`src/warmup_params.svh`:
```
`ifndef WARMUP_PARAMS_SVH
`define WARMUP_PARAMS_SVH

// Register byte offsets on the Avalon-MM slave
`define WU_OFS_CTRL 5'h00
`define WU_OFS_TIME 5'h04
`define WU_OFS_SYS2 5'h08
`define WU_OFS_STATUS 5'h0C
`define WU_OFS_IRQ_STAT 5'h10
`define WU_OFS_IRQ_MASK 5'h14

// Field positions of warmup_control_reg
`define WU_CTRL_SRC_BIT 0
`define WU_CTRL_DIV_LO 1
`define WU_CTRL_DIV_HI 2
`define WU_CTRL_ABORT_BIT 3

// Field positions of system_control_two
`define WU_SYS2_HF_EN_BIT 0
`define WU_SYS2_LF_EN_BIT 1
`define WU_SYS2_CLKSEL_BIT 2

// Field positions of the status and interrupt registers
`define WU_STAT_SW_BIT 16
`define WU_STAT_STOP_BIT 17
`define WU_IRQ_SW_DONE_BIT 0
`define WU_IRQ_STOP_DONE_BIT 1

// Reset values
`define WU_RST_SRC 1'b0
`define WU_RST_DIV 2'h3
`define WU_RST_TIME 8'h66
`define WU_RST_HF_EN 1'b1
`define WU_RST_LF_EN 1'b0
`define WU_RST_CLKSEL 1'b0
`define WU_RST_MASK 2'h0

// Counter geometry
`define WU_CNT_W 14
`define WU_DIV_W 3
`define WU_MATCH_LO 6

`endif

```
`src/warmup_pkg.sv`:
```
package warmup_pkg;

   // Warm-up engine states, one-hot
   typedef enum logic [3:0] {
      ST_IDLE = 4'b0001,
      ST_SW_COUNT = 4'b0010,
      ST_STOP_HOLD = 4'b0100,
      ST_STOP_COUNT = 4'b1000
   } warmup_state_type;

   // Divide selection code
   typedef logic [1:0] div_sel_type;

endpackage

```
`src/osc_edge_sync.sv`:
```
`timescale 1ns/1ps

module osc_edge_sync (
   // Clock and reset
   input wire logic clk_sys_in,
   input wire logic rst_n_in,
   // Raw oscillator pin
   input wire logic osc_pin_in,
   // One-cycle pulse per rising oscillator edge
   output logic edge_pulse_out
);

   logic meta_ff; // First stage, read only by sync_ff
   logic sync_ff; // Second stage, safe to use
   logic last_ff; // Delayed copy for edge detection

   // Two-flop synchroniser plus history stage
   always_ff @(posedge clk_sys_in or negedge rst_n_in) begin
      if (!rst_n_in) begin
         meta_ff <= 1'b0;
         sync_ff <= 1'b0;
         last_ff <= 1'b0;
      end else begin
         meta_ff <= osc_pin_in;
         sync_ff <= meta_ff;
         last_ff <= sync_ff;
      end
   end

   // Registered rising-edge pulse; the oscillator must run
   // below half of the system clock or edges are lost
   always_ff @(posedge clk_sys_in or negedge rst_n_in) begin
      if (!rst_n_in) begin
         edge_pulse_out <= 1'b0;
      end else begin
         edge_pulse_out <= sync_ff & ~last_ff;
      end
   end

endmodule // osc_edge_sync

```
`src/oscillator_warmup_counter.sv`:
```
`timescale 1ns/1ps
`include "warmup_params.svh"
// Behaviour
// - STOP release counts clock used at entry
// - Release starts 14-stage counter on divided clock
// - Upper byte match halts, CPU resumes
// - Divide select: 1, 2, 4, 8
// - STOP during software warm-up holds count
// - Source select: 0 high, 1 low
// - Enable bit rise starts oscillator and counter
// - Only 0-to-1 enable change starts counting
// - Software match: interrupt, stop, clear
// - Abort stops, clears, self-clears
// - Abort keeps enable bits unchanged
// - Selector, 3-stage divider, 14-stage counter
// - Reset: high source, divide by 8
// - Reset: warm-up setting 0x66

module oscillator_warmup_counter (
   // Clock and reset
   input wire logic clk_sys_in,
   input wire logic rst_n_in,
   // Avalon-MM slave
   input wire logic [4:0] avs_address_in,
   input wire logic avs_read_in,
   input wire logic avs_write_in,
   input wire logic [31:0] avs_writedata_in,
   input wire logic [3:0] avs_byteenable_in,
   output logic [31:0] avs_readdata_out,
   output logic avs_waitrequest_out,
   // Raw oscillator outputs
   input wire logic high_freq_clock_in,
   input wire logic low_freq_clock_in,
   // Power-mode control, same clock domain
   input wire logic stop_enter_in,
   input wire logic stop_release_in,
   // Oscillator and system controls
   output logic hf_osc_run_out,
   output logic lf_osc_run_out,
   output logic main_clock_lf_out,
   output logic stop_mode_out,
   output logic cpu_resume_out,
   output logic warmup_done_interrupt_out
);

   // Upper counter byte against the setting
   function automatic logic upper_match(
      input logic [`WU_CNT_W-1:0] cnt,
      input logic [7:0] setting
   );
      return cnt[`WU_CNT_W-1:`WU_MATCH_LO] == setting;
   endfunction

   // Divided tick out of the 3-stage divider
   function automatic logic div_tick_f(
      input warmup_pkg::div_sel_type sel,
      input logic [`WU_DIV_W-1:0] div,
      input logic tick
   );
      logic res;
      res = 1'b0;
      case (sel)
         2'h0: res = tick;
         2'h1: res = tick & div[0];
         2'h2: res = tick & (&div[1:0]);
         default: res = tick & (&div);
      endcase
      return res;
   endfunction

   // Register state
   logic src_sel_ff; // Software source select
   warmup_pkg::div_sel_type div_sel_ff; // Divide selection
   logic [7:0] time_set_ff; // Warm-up setting
   logic hf_en_ff; // High-frequency enable
   logic lf_en_ff; // Low-frequency enable
   logic clksel_ff; // Main clock from low source
   logic [1:0] irq_stat_ff; // Sticky events
   logic [1:0] irq_mask_ff; // Interrupt mask
   logic [31:0] readdata_ff; // Bus read data
   logic waitrequest_ff; // Bus wait, low for answer

   // Warm-up engine state
   warmup_pkg::warmup_state_type state_ff;
   logic [`WU_CNT_W-1:0] cnt_ff; // 14-stage counter
   logic [`WU_DIV_W-1:0] div_ff; // 3-stage divider
   logic stop_src_ff; // Source latched at STOP entry
   logic sw_pend_ff; // Software warm-up suspended by STOP
   logic stop_mode_ff; // STOP or its warm-up active
   logic resume_ff; // Resume pulse
   logic hf_run_ff; // High oscillator running
   logic lf_run_ff; // Low oscillator running
   logic irq_ff; // Interrupt level

   // Oscillator edge pulses
   logic hf_tick;
   logic lf_tick;

   // Per-cycle decode
   logic taken; // Request answered this edge
   logic wr_ctrl;
   logic wr_time;
   logic wr_sys2;
   logic wr_stat;
   logic wr_mask;
   logic sw_start; // Enable bit rose
   logic abort; // Abort written
   logic counting;
   logic src_sel; // Live divider source
   logic src_tick;
   logic div_tick;
   logic hit; // Counter reached setting
   logic sw_done_evt;
   logic stop_done_evt;
   logic [1:0] nxt_irq_stat;
   logic [31:0] nxt_readdata;

   // Oscillator pins cross into the system clock here
   osc_edge_sync u_hf_sync (
      .clk_sys_in(clk_sys_in),
      .rst_n_in(rst_n_in),
      .osc_pin_in(high_freq_clock_in),
      .edge_pulse_out(hf_tick)
   );

   osc_edge_sync u_lf_sync (
      .clk_sys_in(clk_sys_in),
      .rst_n_in(rst_n_in),
      .osc_pin_in(low_freq_clock_in),
      .edge_pulse_out(lf_tick)
   );

   // Write strobes; all writable fields live in byte lane 0
   always_comb begin
      taken = (avs_read_in | avs_write_in) & ~waitrequest_ff;
      wr_ctrl = 1'b0;
      wr_time = 1'b0;
      wr_sys2 = 1'b0;
      wr_stat = 1'b0;
      wr_mask = 1'b0;
      if (taken && avs_write_in && avs_byteenable_in[0]) begin
         case (avs_address_in)
            `WU_OFS_CTRL: wr_ctrl = 1'b1;
            `WU_OFS_TIME: wr_time = 1'b1;
            `WU_OFS_SYS2: wr_sys2 = 1'b1;
            `WU_OFS_IRQ_STAT: wr_stat = 1'b1;
            `WU_OFS_IRQ_MASK: wr_mask = 1'b1;
            default: wr_ctrl = 1'b0; // Unmapped or read-only STATUS: ignored
         endcase
      end
   end

   // Start and abort events
   always_comb begin
      // Rewriting a one leaves the edge low
      sw_start = wr_sys2 & (
         (avs_writedata_in[`WU_SYS2_HF_EN_BIT] & ~hf_en_ff) |
         (avs_writedata_in[`WU_SYS2_LF_EN_BIT] & ~lf_en_ff));
      abort = wr_ctrl & avs_writedata_in[`WU_CTRL_ABORT_BIT];
   end

   // Source selector, divider tick and compare
   always_comb begin
      counting = (state_ff == warmup_pkg::ST_SW_COUNT) ||
                 (state_ff == warmup_pkg::ST_STOP_COUNT);
      // STOP warm-up ignores the software select
      if (state_ff == warmup_pkg::ST_STOP_COUNT) begin
         src_sel = stop_src_ff;
      end else begin
         src_sel = src_sel_ff;
      end
      src_tick = src_sel ? lf_tick : hf_tick;
      div_tick = div_tick_f(div_sel_ff, div_ff, src_tick);
      hit = counting & upper_match(cnt_ff, time_set_ff);
      sw_done_evt = ((state_ff == warmup_pkg::ST_SW_COUNT) & hit &
                     ~stop_enter_in & ~abort) |
                    ((state_ff == warmup_pkg::ST_STOP_COUNT) & hit &
                     sw_pend_ff);
      stop_done_evt = (state_ff == warmup_pkg::ST_STOP_COUNT) & hit;
   end

   // Configuration registers
   always_ff @(posedge clk_sys_in or negedge rst_n_in) begin
      if (!rst_n_in) begin
         src_sel_ff <= `WU_RST_SRC;
         div_sel_ff <= `WU_RST_DIV;
         time_set_ff <= `WU_RST_TIME;
         irq_mask_ff <= `WU_RST_MASK;
      end else begin
         // Taken live; software sets them before STOP
         if (wr_ctrl) begin
            src_sel_ff <= avs_writedata_in[`WU_CTRL_SRC_BIT];
            div_sel_ff <=
               avs_writedata_in[`WU_CTRL_DIV_HI:`WU_CTRL_DIV_LO];
         end
         if (wr_time) begin
            time_set_ff <= avs_writedata_in[7:0];
         end
         if (wr_mask) begin
            irq_mask_ff <= avs_writedata_in[1:0];
         end
      end
   end

   // Oscillator enables; abort never touches them
   always_ff @(posedge clk_sys_in or negedge rst_n_in) begin
      if (!rst_n_in) begin
         hf_en_ff <= `WU_RST_HF_EN;
         lf_en_ff <= `WU_RST_LF_EN;
         clksel_ff <= `WU_RST_CLKSEL;
      end else if (wr_sys2) begin
         hf_en_ff <= avs_writedata_in[`WU_SYS2_HF_EN_BIT];
         lf_en_ff <= avs_writedata_in[`WU_SYS2_LF_EN_BIT];
         clksel_ff <= avs_writedata_in[`WU_SYS2_CLKSEL_BIT];
      end
   end

   // Warm-up engine
   always_ff @(posedge clk_sys_in or negedge rst_n_in) begin
      if (!rst_n_in) begin
         state_ff <= warmup_pkg::ST_IDLE;
         cnt_ff <= '0;
         div_ff <= '0;
         stop_src_ff <= 1'b0;
         sw_pend_ff <= 1'b0;
         stop_mode_ff <= 1'b0;
      end else begin
         case (state_ff)
            // Waiting for an enable edge or STOP
            warmup_pkg::ST_IDLE: begin
               if (stop_enter_in) begin
                  state_ff <= warmup_pkg::ST_STOP_HOLD;
                  stop_src_ff <= clksel_ff;
                  sw_pend_ff <= 1'b0;
                  stop_mode_ff <= 1'b1;
               end else if (sw_start) begin
                  state_ff <= warmup_pkg::ST_SW_COUNT;
                  cnt_ff <= '0;
                  div_ff <= '0;
               end
            end
            // Software-started warm-up
            warmup_pkg::ST_SW_COUNT: begin
               if (stop_enter_in) begin
                  // Count kept; resumed warm-up falls short
                  state_ff <= warmup_pkg::ST_STOP_HOLD;
                  stop_src_ff <= clksel_ff;
                  sw_pend_ff <= 1'b1;
                  stop_mode_ff <= 1'b1;
               end else if (abort || hit) begin
                  state_ff <= warmup_pkg::ST_IDLE;
                  cnt_ff <= '0;
                  div_ff <= '0;
               end else if (sw_start) begin
                  cnt_ff <= '0; // Second oscillator restarts
                  div_ff <= '0;
               end else if (src_tick) begin
                  div_ff <= div_ff + 3'h1;
                  if (div_tick) begin
                     cnt_ff <= cnt_ff + 14'h0001;
                  end
               end
            end
            // Oscillators stopped, count frozen
            warmup_pkg::ST_STOP_HOLD: begin
               if (stop_release_in) begin
                  state_ff <= warmup_pkg::ST_STOP_COUNT;
                  div_ff <= '0;
               end
            end
            // Hardware warm-up after STOP release
            warmup_pkg::ST_STOP_COUNT: begin
               if (hit) begin
                  state_ff <= warmup_pkg::ST_IDLE;
                  cnt_ff <= '0;
                  div_ff <= '0;
                  sw_pend_ff <= 1'b0;
                  stop_mode_ff <= 1'b0;
               end else if (src_tick) begin
                  div_ff <= div_ff + 3'h1;
                  if (div_tick) begin
                     cnt_ff <= cnt_ff + 14'h0001;
                  end
               end
            end
            default: begin
               state_ff <= warmup_pkg::ST_IDLE;
               cnt_ff <= '0;
               div_ff <= '0;
               stop_mode_ff <= 1'b0;
            end
         endcase
      end
   end

   // Resume pulse and oscillator run lines
   always_ff @(posedge clk_sys_in or negedge rst_n_in) begin
      if (!rst_n_in) begin
         resume_ff <= 1'b0;
         hf_run_ff <= 1'b0;
         lf_run_ff <= 1'b0;
      end else begin
         resume_ff <= stop_done_evt;
         // STOP halts every oscillator until release
         hf_run_ff <= hf_en_ff & (state_ff != warmup_pkg::ST_STOP_HOLD);
         lf_run_ff <= lf_en_ff & (state_ff != warmup_pkg::ST_STOP_HOLD);
      end
   end

   // Sticky events; a set beats a same-cycle clear
   always_comb begin
      nxt_irq_stat = irq_stat_ff;
      if (wr_stat) begin
         nxt_irq_stat = irq_stat_ff & ~avs_writedata_in[1:0];
      end
      nxt_irq_stat[`WU_IRQ_SW_DONE_BIT] =
         nxt_irq_stat[`WU_IRQ_SW_DONE_BIT] | sw_done_evt;
      nxt_irq_stat[`WU_IRQ_STOP_DONE_BIT] =
         nxt_irq_stat[`WU_IRQ_STOP_DONE_BIT] | stop_done_evt;
   end

   // Interrupt status and output level
   always_ff @(posedge clk_sys_in or negedge rst_n_in) begin
      if (!rst_n_in) begin
         irq_stat_ff <= 2'h0;
         irq_ff <= 1'b0;
      end else begin
         irq_stat_ff <= nxt_irq_stat;
         irq_ff <= |(irq_stat_ff & irq_mask_ff);
      end
   end

   // Read mux; abort reads zero since it never holds
   always_comb begin
      nxt_readdata = 32'h0000_0000;
      case (avs_address_in)
         `WU_OFS_CTRL: begin
            nxt_readdata[`WU_CTRL_SRC_BIT] = src_sel_ff;
            nxt_readdata[`WU_CTRL_DIV_HI:`WU_CTRL_DIV_LO] = div_sel_ff;
         end
         `WU_OFS_TIME: nxt_readdata[7:0] = time_set_ff;
         `WU_OFS_SYS2: begin
            nxt_readdata[`WU_SYS2_HF_EN_BIT] = hf_en_ff;
            nxt_readdata[`WU_SYS2_LF_EN_BIT] = lf_en_ff;
            nxt_readdata[`WU_SYS2_CLKSEL_BIT] = clksel_ff;
         end
         `WU_OFS_STATUS: begin
            nxt_readdata[`WU_CNT_W-1:0] = cnt_ff;
            nxt_readdata[`WU_STAT_SW_BIT] =
               (state_ff == warmup_pkg::ST_SW_COUNT) | sw_pend_ff;
            nxt_readdata[`WU_STAT_STOP_BIT] = stop_mode_ff;
         end
         `WU_OFS_IRQ_STAT: nxt_readdata[1:0] = irq_stat_ff;
         `WU_OFS_IRQ_MASK: nxt_readdata[1:0] = irq_mask_ff;
         default: nxt_readdata = 32'h0000_0000;
      endcase
   end

   // Bus answer: wait drops for one cycle after each request
   always_ff @(posedge clk_sys_in or negedge rst_n_in) begin
      if (!rst_n_in) begin
         waitrequest_ff <= 1'b1;
         readdata_ff <= 32'h0000_0000;
      end else if ((avs_read_in || avs_write_in) && waitrequest_ff) begin
         waitrequest_ff <= 1'b0;
         readdata_ff <= avs_read_in ? nxt_readdata : 32'h0000_0000;
      end else begin
         waitrequest_ff <= 1'b1;
      end
   end

   // Outputs straight from flops
   assign avs_readdata_out = readdata_ff;
   assign avs_waitrequest_out = waitrequest_ff;
   assign hf_osc_run_out = hf_run_ff;
   assign lf_osc_run_out = lf_run_ff;
   assign main_clock_lf_out = clksel_ff;
   assign stop_mode_out = stop_mode_ff;
   assign cpu_resume_out = resume_ff;
   assign warmup_done_interrupt_out = irq_ff;
endmodule // oscillator_warmup_counter

```
`config.mk`:
```
export PLATFORM = sky130hd
export DESIGN_NAME = oscillator_warmup_counter
export DESIGN_NICKNAME = d
export VERILOG_FILES = /design/src/warmup_pkg.sv /design/src/osc_edge_sync.sv /design/src/oscillator_warmup_counter.sv
export VERILOG_INCLUDE_DIRS = /design/src
export SDC_FILE = /design/constraint.sdc
export NUM_CORES = 1
export LEC_CHECK = 0
export BUFFER_PORTS_ARGS = -buffer_cell sky130_fd_sc_hd__buf_2
export CAP_MARGIN = 20
export CELL_PAD_IN_SITES_DETAIL_PLACEMENT = 1
export CELL_PAD_IN_SITES_GLOBAL_PLACEMENT = 1
export CORE_MARGIN = 2
export CORE_UTILIZATION = 38
export DETAILED_ROUTE_END_ITERATION = 7
export GPL_TIMING_DRIVEN = 0
export PLACE_DENSITY = 0.77
export SLEW_MARGIN = 20
export SYNTH_ARGS = -nofsm -noshare
export SYNTH_HDL_FRONTEND = slang
export SYNTH_SLANG_ARGS = --single-unit
```
`constraint.sdc`:
```
create_clock -name clk_sys_in -period 2.2 [get_ports clk_sys_in]
set_clock_uncertainty 0.05 [all_clocks]
set_input_delay 0.66 -clock clk_sys_in [delete_from_list [all_inputs] [get_ports clk_sys_in]]
set_output_delay 0.66 -clock clk_sys_in [all_outputs]
set_load 0.05 [all_outputs]
```
## Yosys cells after proc, flatten, opt, wreduce, memory -nomap -nowiden

Index checks and enable logic that the tools add are counted.

- Output and inout bits: 39
- Logic and storage cells: 158
- Flip-flop bits (word level): 87
- Input bits: 49

- Reduce and logical (&&, ||, !) cells: 19
- Equality and inequality tests: 23
- Add/sub/neg operators: 2
- Bitwise logic cells: 35
- Muxes and demuxes: 51

Operators with widths:

| kind | count |
|---|---|
| 2-to-1 mux 14 bit | 8 |
| case mux 14 bit (4 select lines) | 1 |
| 2-to-1 mux 3 bit | 8 |
| 2-to-1 mux 4 bit | 6 |
| AND 1 bit | 18 |
| 2-to-1 mux 18 bit | 1 |
| 2-to-1 mux 1 bit | 16 |
| case mux 4 bit (4 select lines) | 1 |
| AND reduction 4 bit | 4 |
| adder 14 x 1 -> 14 bit, second input constant | 1 |
| != test 2 bit, second input constant | 7 |
| case mux 2 bit (6 select lines) | 1 |
| case mux 3 bit (4 select lines) | 1 |
| == test 5 x 4 -> 1 bit, second input constant | 2 |
| == test 5 bit, second input constant | 2 |
| case mux 5 bit (2 select lines) | 1 |
| case mux 1 bit (3 select lines) | 3 |
| == test 8 bit | 1 |
| inverter 1 bit | 8 |
| 2-to-1 mux 6 bit | 1 |
| != test 3 bit, second input constant | 2 |
| OR 1 bit | 6 |
| AND reduction 3 bit | 2 |
| == test 5 x 3 -> 1 bit, second input constant | 1 |
| 20 further kinds | 28 |

## Longest topological paths before layout

- Depth after elaboration: 11
- Gate-level depth with buffers: 8
- Gate-level depth less buffers: 7

## Modules after synthesis

From an unflattened synthesis, not the netlist that was laid out.

- Cell total of the unflattened synthesis: 339
- Area total of the unflattened synthesis: 3672.3 um2

Modules (own cells, without submodules):

| module | sequential area each (um2) | cells each | area an instance (um2) | instances |
|---|---|---|---|---|
| oscillator_warmup_counter | 1587.8 | 329 | 3444.6 | 1 |
| osc_edge_sync | 100.1 | 5 | 113.9 | 2 |

## Least setup slack after synthesis

OpenSTA, ideal clock, no wires.

- Path kind: input to register
- Start: input avs_address_in[4]
- End: register cnt_ff[10]
- Stages: 7
- Data arrival time: 2.389 ns
- Buffers on the path: 2
- Setup slack: -0.316 ns
- Data required time: 2.073 ns
- Library setup time: 0.077 ns
- Path through: buf_6 > or4_4 > a211oi_4 > o22ai_2 > buf_6 > or4_1 > a21oi_1

- Longest elaborated chain between the ends: 8
- Elaborated cells on any way between the ends: 15
- Those cells by class: 2 x eq/ne; 8 x mux; 2 x bitwise; 3 x reduce/logical

RTL lines:

| element | RTL line | source |
|---|---|---|
| start: declaration | oscillator_warmup_counter.sv:24 | `input wire logic [4:0] avs_address_in,` |
| == test 5 x 4 -> 1 bit or zero test 5 bit (tied branches) | oscillator_warmup_counter.sv:142 | `case (avs_address_in)` |
| 2-to-1 mux 1 bit | oscillator_warmup_counter.sv:142 |  |
| 2-to-1 mux 1 bit | oscillator_warmup_counter.sv:141 | `if (taken && avs_write_in && avs_byteenable_in[0]) begin` |
| AND 1 bit, on equally long branches | oscillator_warmup_counter.sv:156, oscillator_warmup_counter.sv:159 |  |
| 2-to-1 mux 14 bit or logical OR 1 bit (tied branches) | oscillator_warmup_counter.sv:254, oscillator_warmup_counter.sv:250 |  |
| 2-to-1 mux 14 bit | oscillator_warmup_counter.sv:250 | `end else if (abort \|\| hit) begin` |
| 2-to-1 mux 14 bit | oscillator_warmup_counter.sv:244 | `if (stop_enter_in) begin` |
| case mux 14 bit (4 select lines) | oscillator_warmup_counter.sv:228 | `case (state_ff)` |
| end signal: assignment | oscillator_warmup_counter.sv:260 | `cnt_ff <= cnt_ff + 14'h0001;` |
| end signal: assignment | oscillator_warmup_counter.sv:282 | `cnt_ff <= cnt_ff + 14'h0001;` |
| end: declaration | oscillator_warmup_counter.sv:85 | `` logic [`WU_CNT_W-1:0] cnt_ff; `` |

Parallel ways exist; a longest one is shown, timed or not. The select of a mux whose other input is x is not followed.
A chain may end at the register's enable or synchronous reset.

## Worst setup path after layout

- Start: input avs_address_in[4]
- End: register cnt_ff[4]

The elaborated chain is that of the path after synthesis.

==> impl_results.md <==
- Leading area contributor after synthesis: dfrtp_1
- Status: finished with violations
- Flops & latches, synth: 71
- Pre-antenna DRT Iters: 4
- Met3 GRT Util: 3.39%
- Grt met2 use: 34.0%
- Fraction of registers with async set/reset: 100%
- Slew @ Worst Pin: 0.688 ns
- Most frequent CP cell: buf_6
- Fin Hold WS: 0.120 ns
- Diode count: 0
- Largest cells by area after synthesis: dfrtp_1 (42%), dfstp_2 (6.4%), mux2_2 (5.2%)
- Buffers on Ports: 42
- Failing checks: negative setup slack
- Die area: 10500 um^2
- Max VDD drop: 377 uV
- TNS Setup: -0.497 ns
- Cts-stage hold buffer count: 0
- WL final: roughly 10000 um
- Commonest register cell after synthesis: dfrtp_1
- Layer with the highest usage: met2
- Top cell type's share of synthesized area: 42.0%
- Clock share of power: 30.0%
- Final RePlAce weighted congestion: between 0.8 and 0.9
- Critical Path RT: 2.37 ns
- Routing usage on met1: 25.5%
- Via count: 3087
- Switching power share of the total: between 30% and 40%
- CTS tree: built
- Commonest non-fill, non-tap cells in the layout: dfrtp_1 (61), buf_2 (40), buf_4 (32), nor2_1 (18)
- Area grow syn2layout: 31.4%
- Largest net degree at the start of global routing: 56
- Vias/cell: 5.55
- WP buf/inv: 3
- Distinct cells, synth: 59
- Slew HR: 53.8%
- Cell Pwr Density: 878 nW/um^2
- Max cap viols: 0
- Proportion of layout cells with a drive suffix above 1: 41.2%
- Worst setup SP type: input port
- WP data arrival: 2.51 ns
- Total GRT Usage: 20.1%
- Register area share after synthesis: 48.4%
- Synth Instances: between 300 and 400
- Hold Fails Final Rpt: 0
- Initial antenna violation count: 0
- H-tree depth: 3
- Remaining Overflow, GRT: 0
- DRC viols: 0
- Setup Crit Path Kind: input port to flip-flop
- Antenna Nets Post-Route: 0
- Die height: 103 um
- Sw Pwr: 0.00151 W
- Total Power: 0.00426 W
- Post-placement cell count: 525
- Finished Layout Cells: 556
- Clk sinks: 71
- Die X: 103 um
- Nature of the critical path endpoint: flip-flop
- Root buffer cell: clkbuf_8
- DR iter-0 viols: 251
- Slew Viols, Final: 0
- Delay-heaviest family, CP: compound AO/OA/AOI/OAI gates
- Initial Util: about two fifths
- Final setup violation count: 7
- CP max stage cell: or4_4
- Commonest non-fill, non-tap cell in the layout: dfrtp_1
- Clock Tree Buf Depth: 2
- Crit-path max FO: 10
- FMAX: 428 MHz
- Syn_area_per_cell: 10.9 um^2
- Syn. warnings: 0
- Row count: 35
- First-pass GRT wire length: 16100 um
- Period utilisation layout: 106%
- Max incr delay on CP: 0.55 ns
- RSZ-0062 raised after global routing: yes
- LEAKAGE: ~2.3 nW
- Number of synthesized flops with an enable pin: 0
- Final nets: 477
- HPWL after DPL: 7050 um
- Flop pwr share: a little over a third
- Min-Delay Path Class: input port to asynchronous set/reset pin
- Inserted Clock Buffers: 9
- Internal power: 0.00275 W
- Combinational share of power: roughly a third
- CP Cell Sequence: buf_12 -> or4_4 -> a211oi_4 -> o22ai_4 -> buf_6 -> buf_6 -> o31ai_1 -> a21oi_2
- Core area: ~9300 um^2
- Setup ws final: -0.138 ns
- Clk_lat worst skew: 0.36 ns
- Wirelength per Cell: between 15 and 20 um
- Synthesized area: ~3700 um^2
- Post-layout min period: roughly 2.3 ns
- I/O pin cnt: 88
- Clock-pin slew on the worst setup and hold paths: 0.08 ns
- Number of global-route vias before repair: 3166
## per-stage QoR
| step | worst slack [ns] | instance area [um^2] | utilization, % |
|---|---|---|---|
| 6_report | -0.138 | 4860 | 52.1 |
| 5_1_grt | -0.204 | 4860 | 52.1 |
| 4_1_cts | -0.0878 | 4630 | 49.6 |
| 3_5_place_dp | -0.823 | 4170 | 44.7 |
| 3_3_place_gp | -0.808 | 4140 | 44.3 |
| 2_1_floorplan | -0.313 | 3760 | - |
## logic make-up (layout without fill, tap and decap cells)
family	Yosys count	after routing	share of synthesized area, %
adders and majority gates	6	6	2.03
buffers and inverters	42	116	6.43
xor gates and xnor gates	10	10	2.37
AOI/OAI and AO/OA	78	78	15.4
other	1	16	0.101
and+or+nand+nor	104	104	16.7
muxes	26	26	8.63
DFF	71	71	48.4
## final cells by class
class	count	area (um^2)
buffer	31	241
timing repair buffer	59	380
tap	129	161
clock inverter	7	120
inverter	10	37.5
sequential	71	1790
multi-input combinational	240	2000
clock buffer	9	124
fill	1013	4470
## per-layer routing
metal  vias to the layer above  wire length (um)
met2                       105              5250
met1                      1544              4410
met4                         0               289
met3                        25               524
met5                         -                 0
li1                       1413                 -
## cells in the mapped netlist, drive strengths merged (3+ instances only)
cell type and count:
a21oi 18, a222oi 5, a22o 10, a31oi 6, buf 25, clkbuf 7, dfrtp 62, dfstp 9
ha 6, inv 10, mux2 17, mux2i 6, mux4 3, nand2 17, nand2b 10, nand3 6
nand4 7, nand4b 4, nor2 21, nor2b 4, nor4 6, nor4b 6, o21ai 8, o31ai 9
or4 9, xor2 9
## flip-flops by register name, indices dropped and copies added (netlist names), 2 cells and up
register and count:
div_ff 3, irq_stat_ff 2, cnt_ff 14, avs_readdata_out 16
div_sel_ff 2, time_set_ff 8, irq_mask_ff 2, state_ff 4
## power groups by stage
stage               clock [W]  sequential, W  combinational (W)
global route          0.00137        0.00157            0.00153
detailed placement          0        0.00156            0.00102
finish                0.00128        0.00156            0.00143
floorplan                   0        0.00160           0.000677
global placement            0        0.00155           0.000994
CTS                   0.00131        0.00154            0.00122
## worst paths after layout
check,slack [ns],depth (start not counted),to,startpoint
setup reg to reg,0,7,cnt_ff[4],state_ff[0]
max in group asynchronous,1.38,2,time_set_ff[2],rst_n_in
hold reg to reg,0.30,0,u_lf_sync.sync_ff,u_lf_sync.meta_ff
hold / removal,0.12,1,cnt_ff[5],rst_n_in
setup / recovery,-0.14,8,cnt_ff[4],avs_address_in[4]
min in group clk_sys_in,0.30,0,u_lf_sync.sync_ff,u_lf_sync.meta_ff
## timing repair
| item | 4_1_cts | 5_1_grt |
|---|---|---|
| pin swaps | 15 | 10 |
| gates resized for setup | 31 | 45 |
| cloned | 1 | 0 |
| buffers inserted | 9 | 6 |
| endpoints found under the setup margin | 29 | 23 |
No activity file was read; power rests on OpenSTA's default activity.
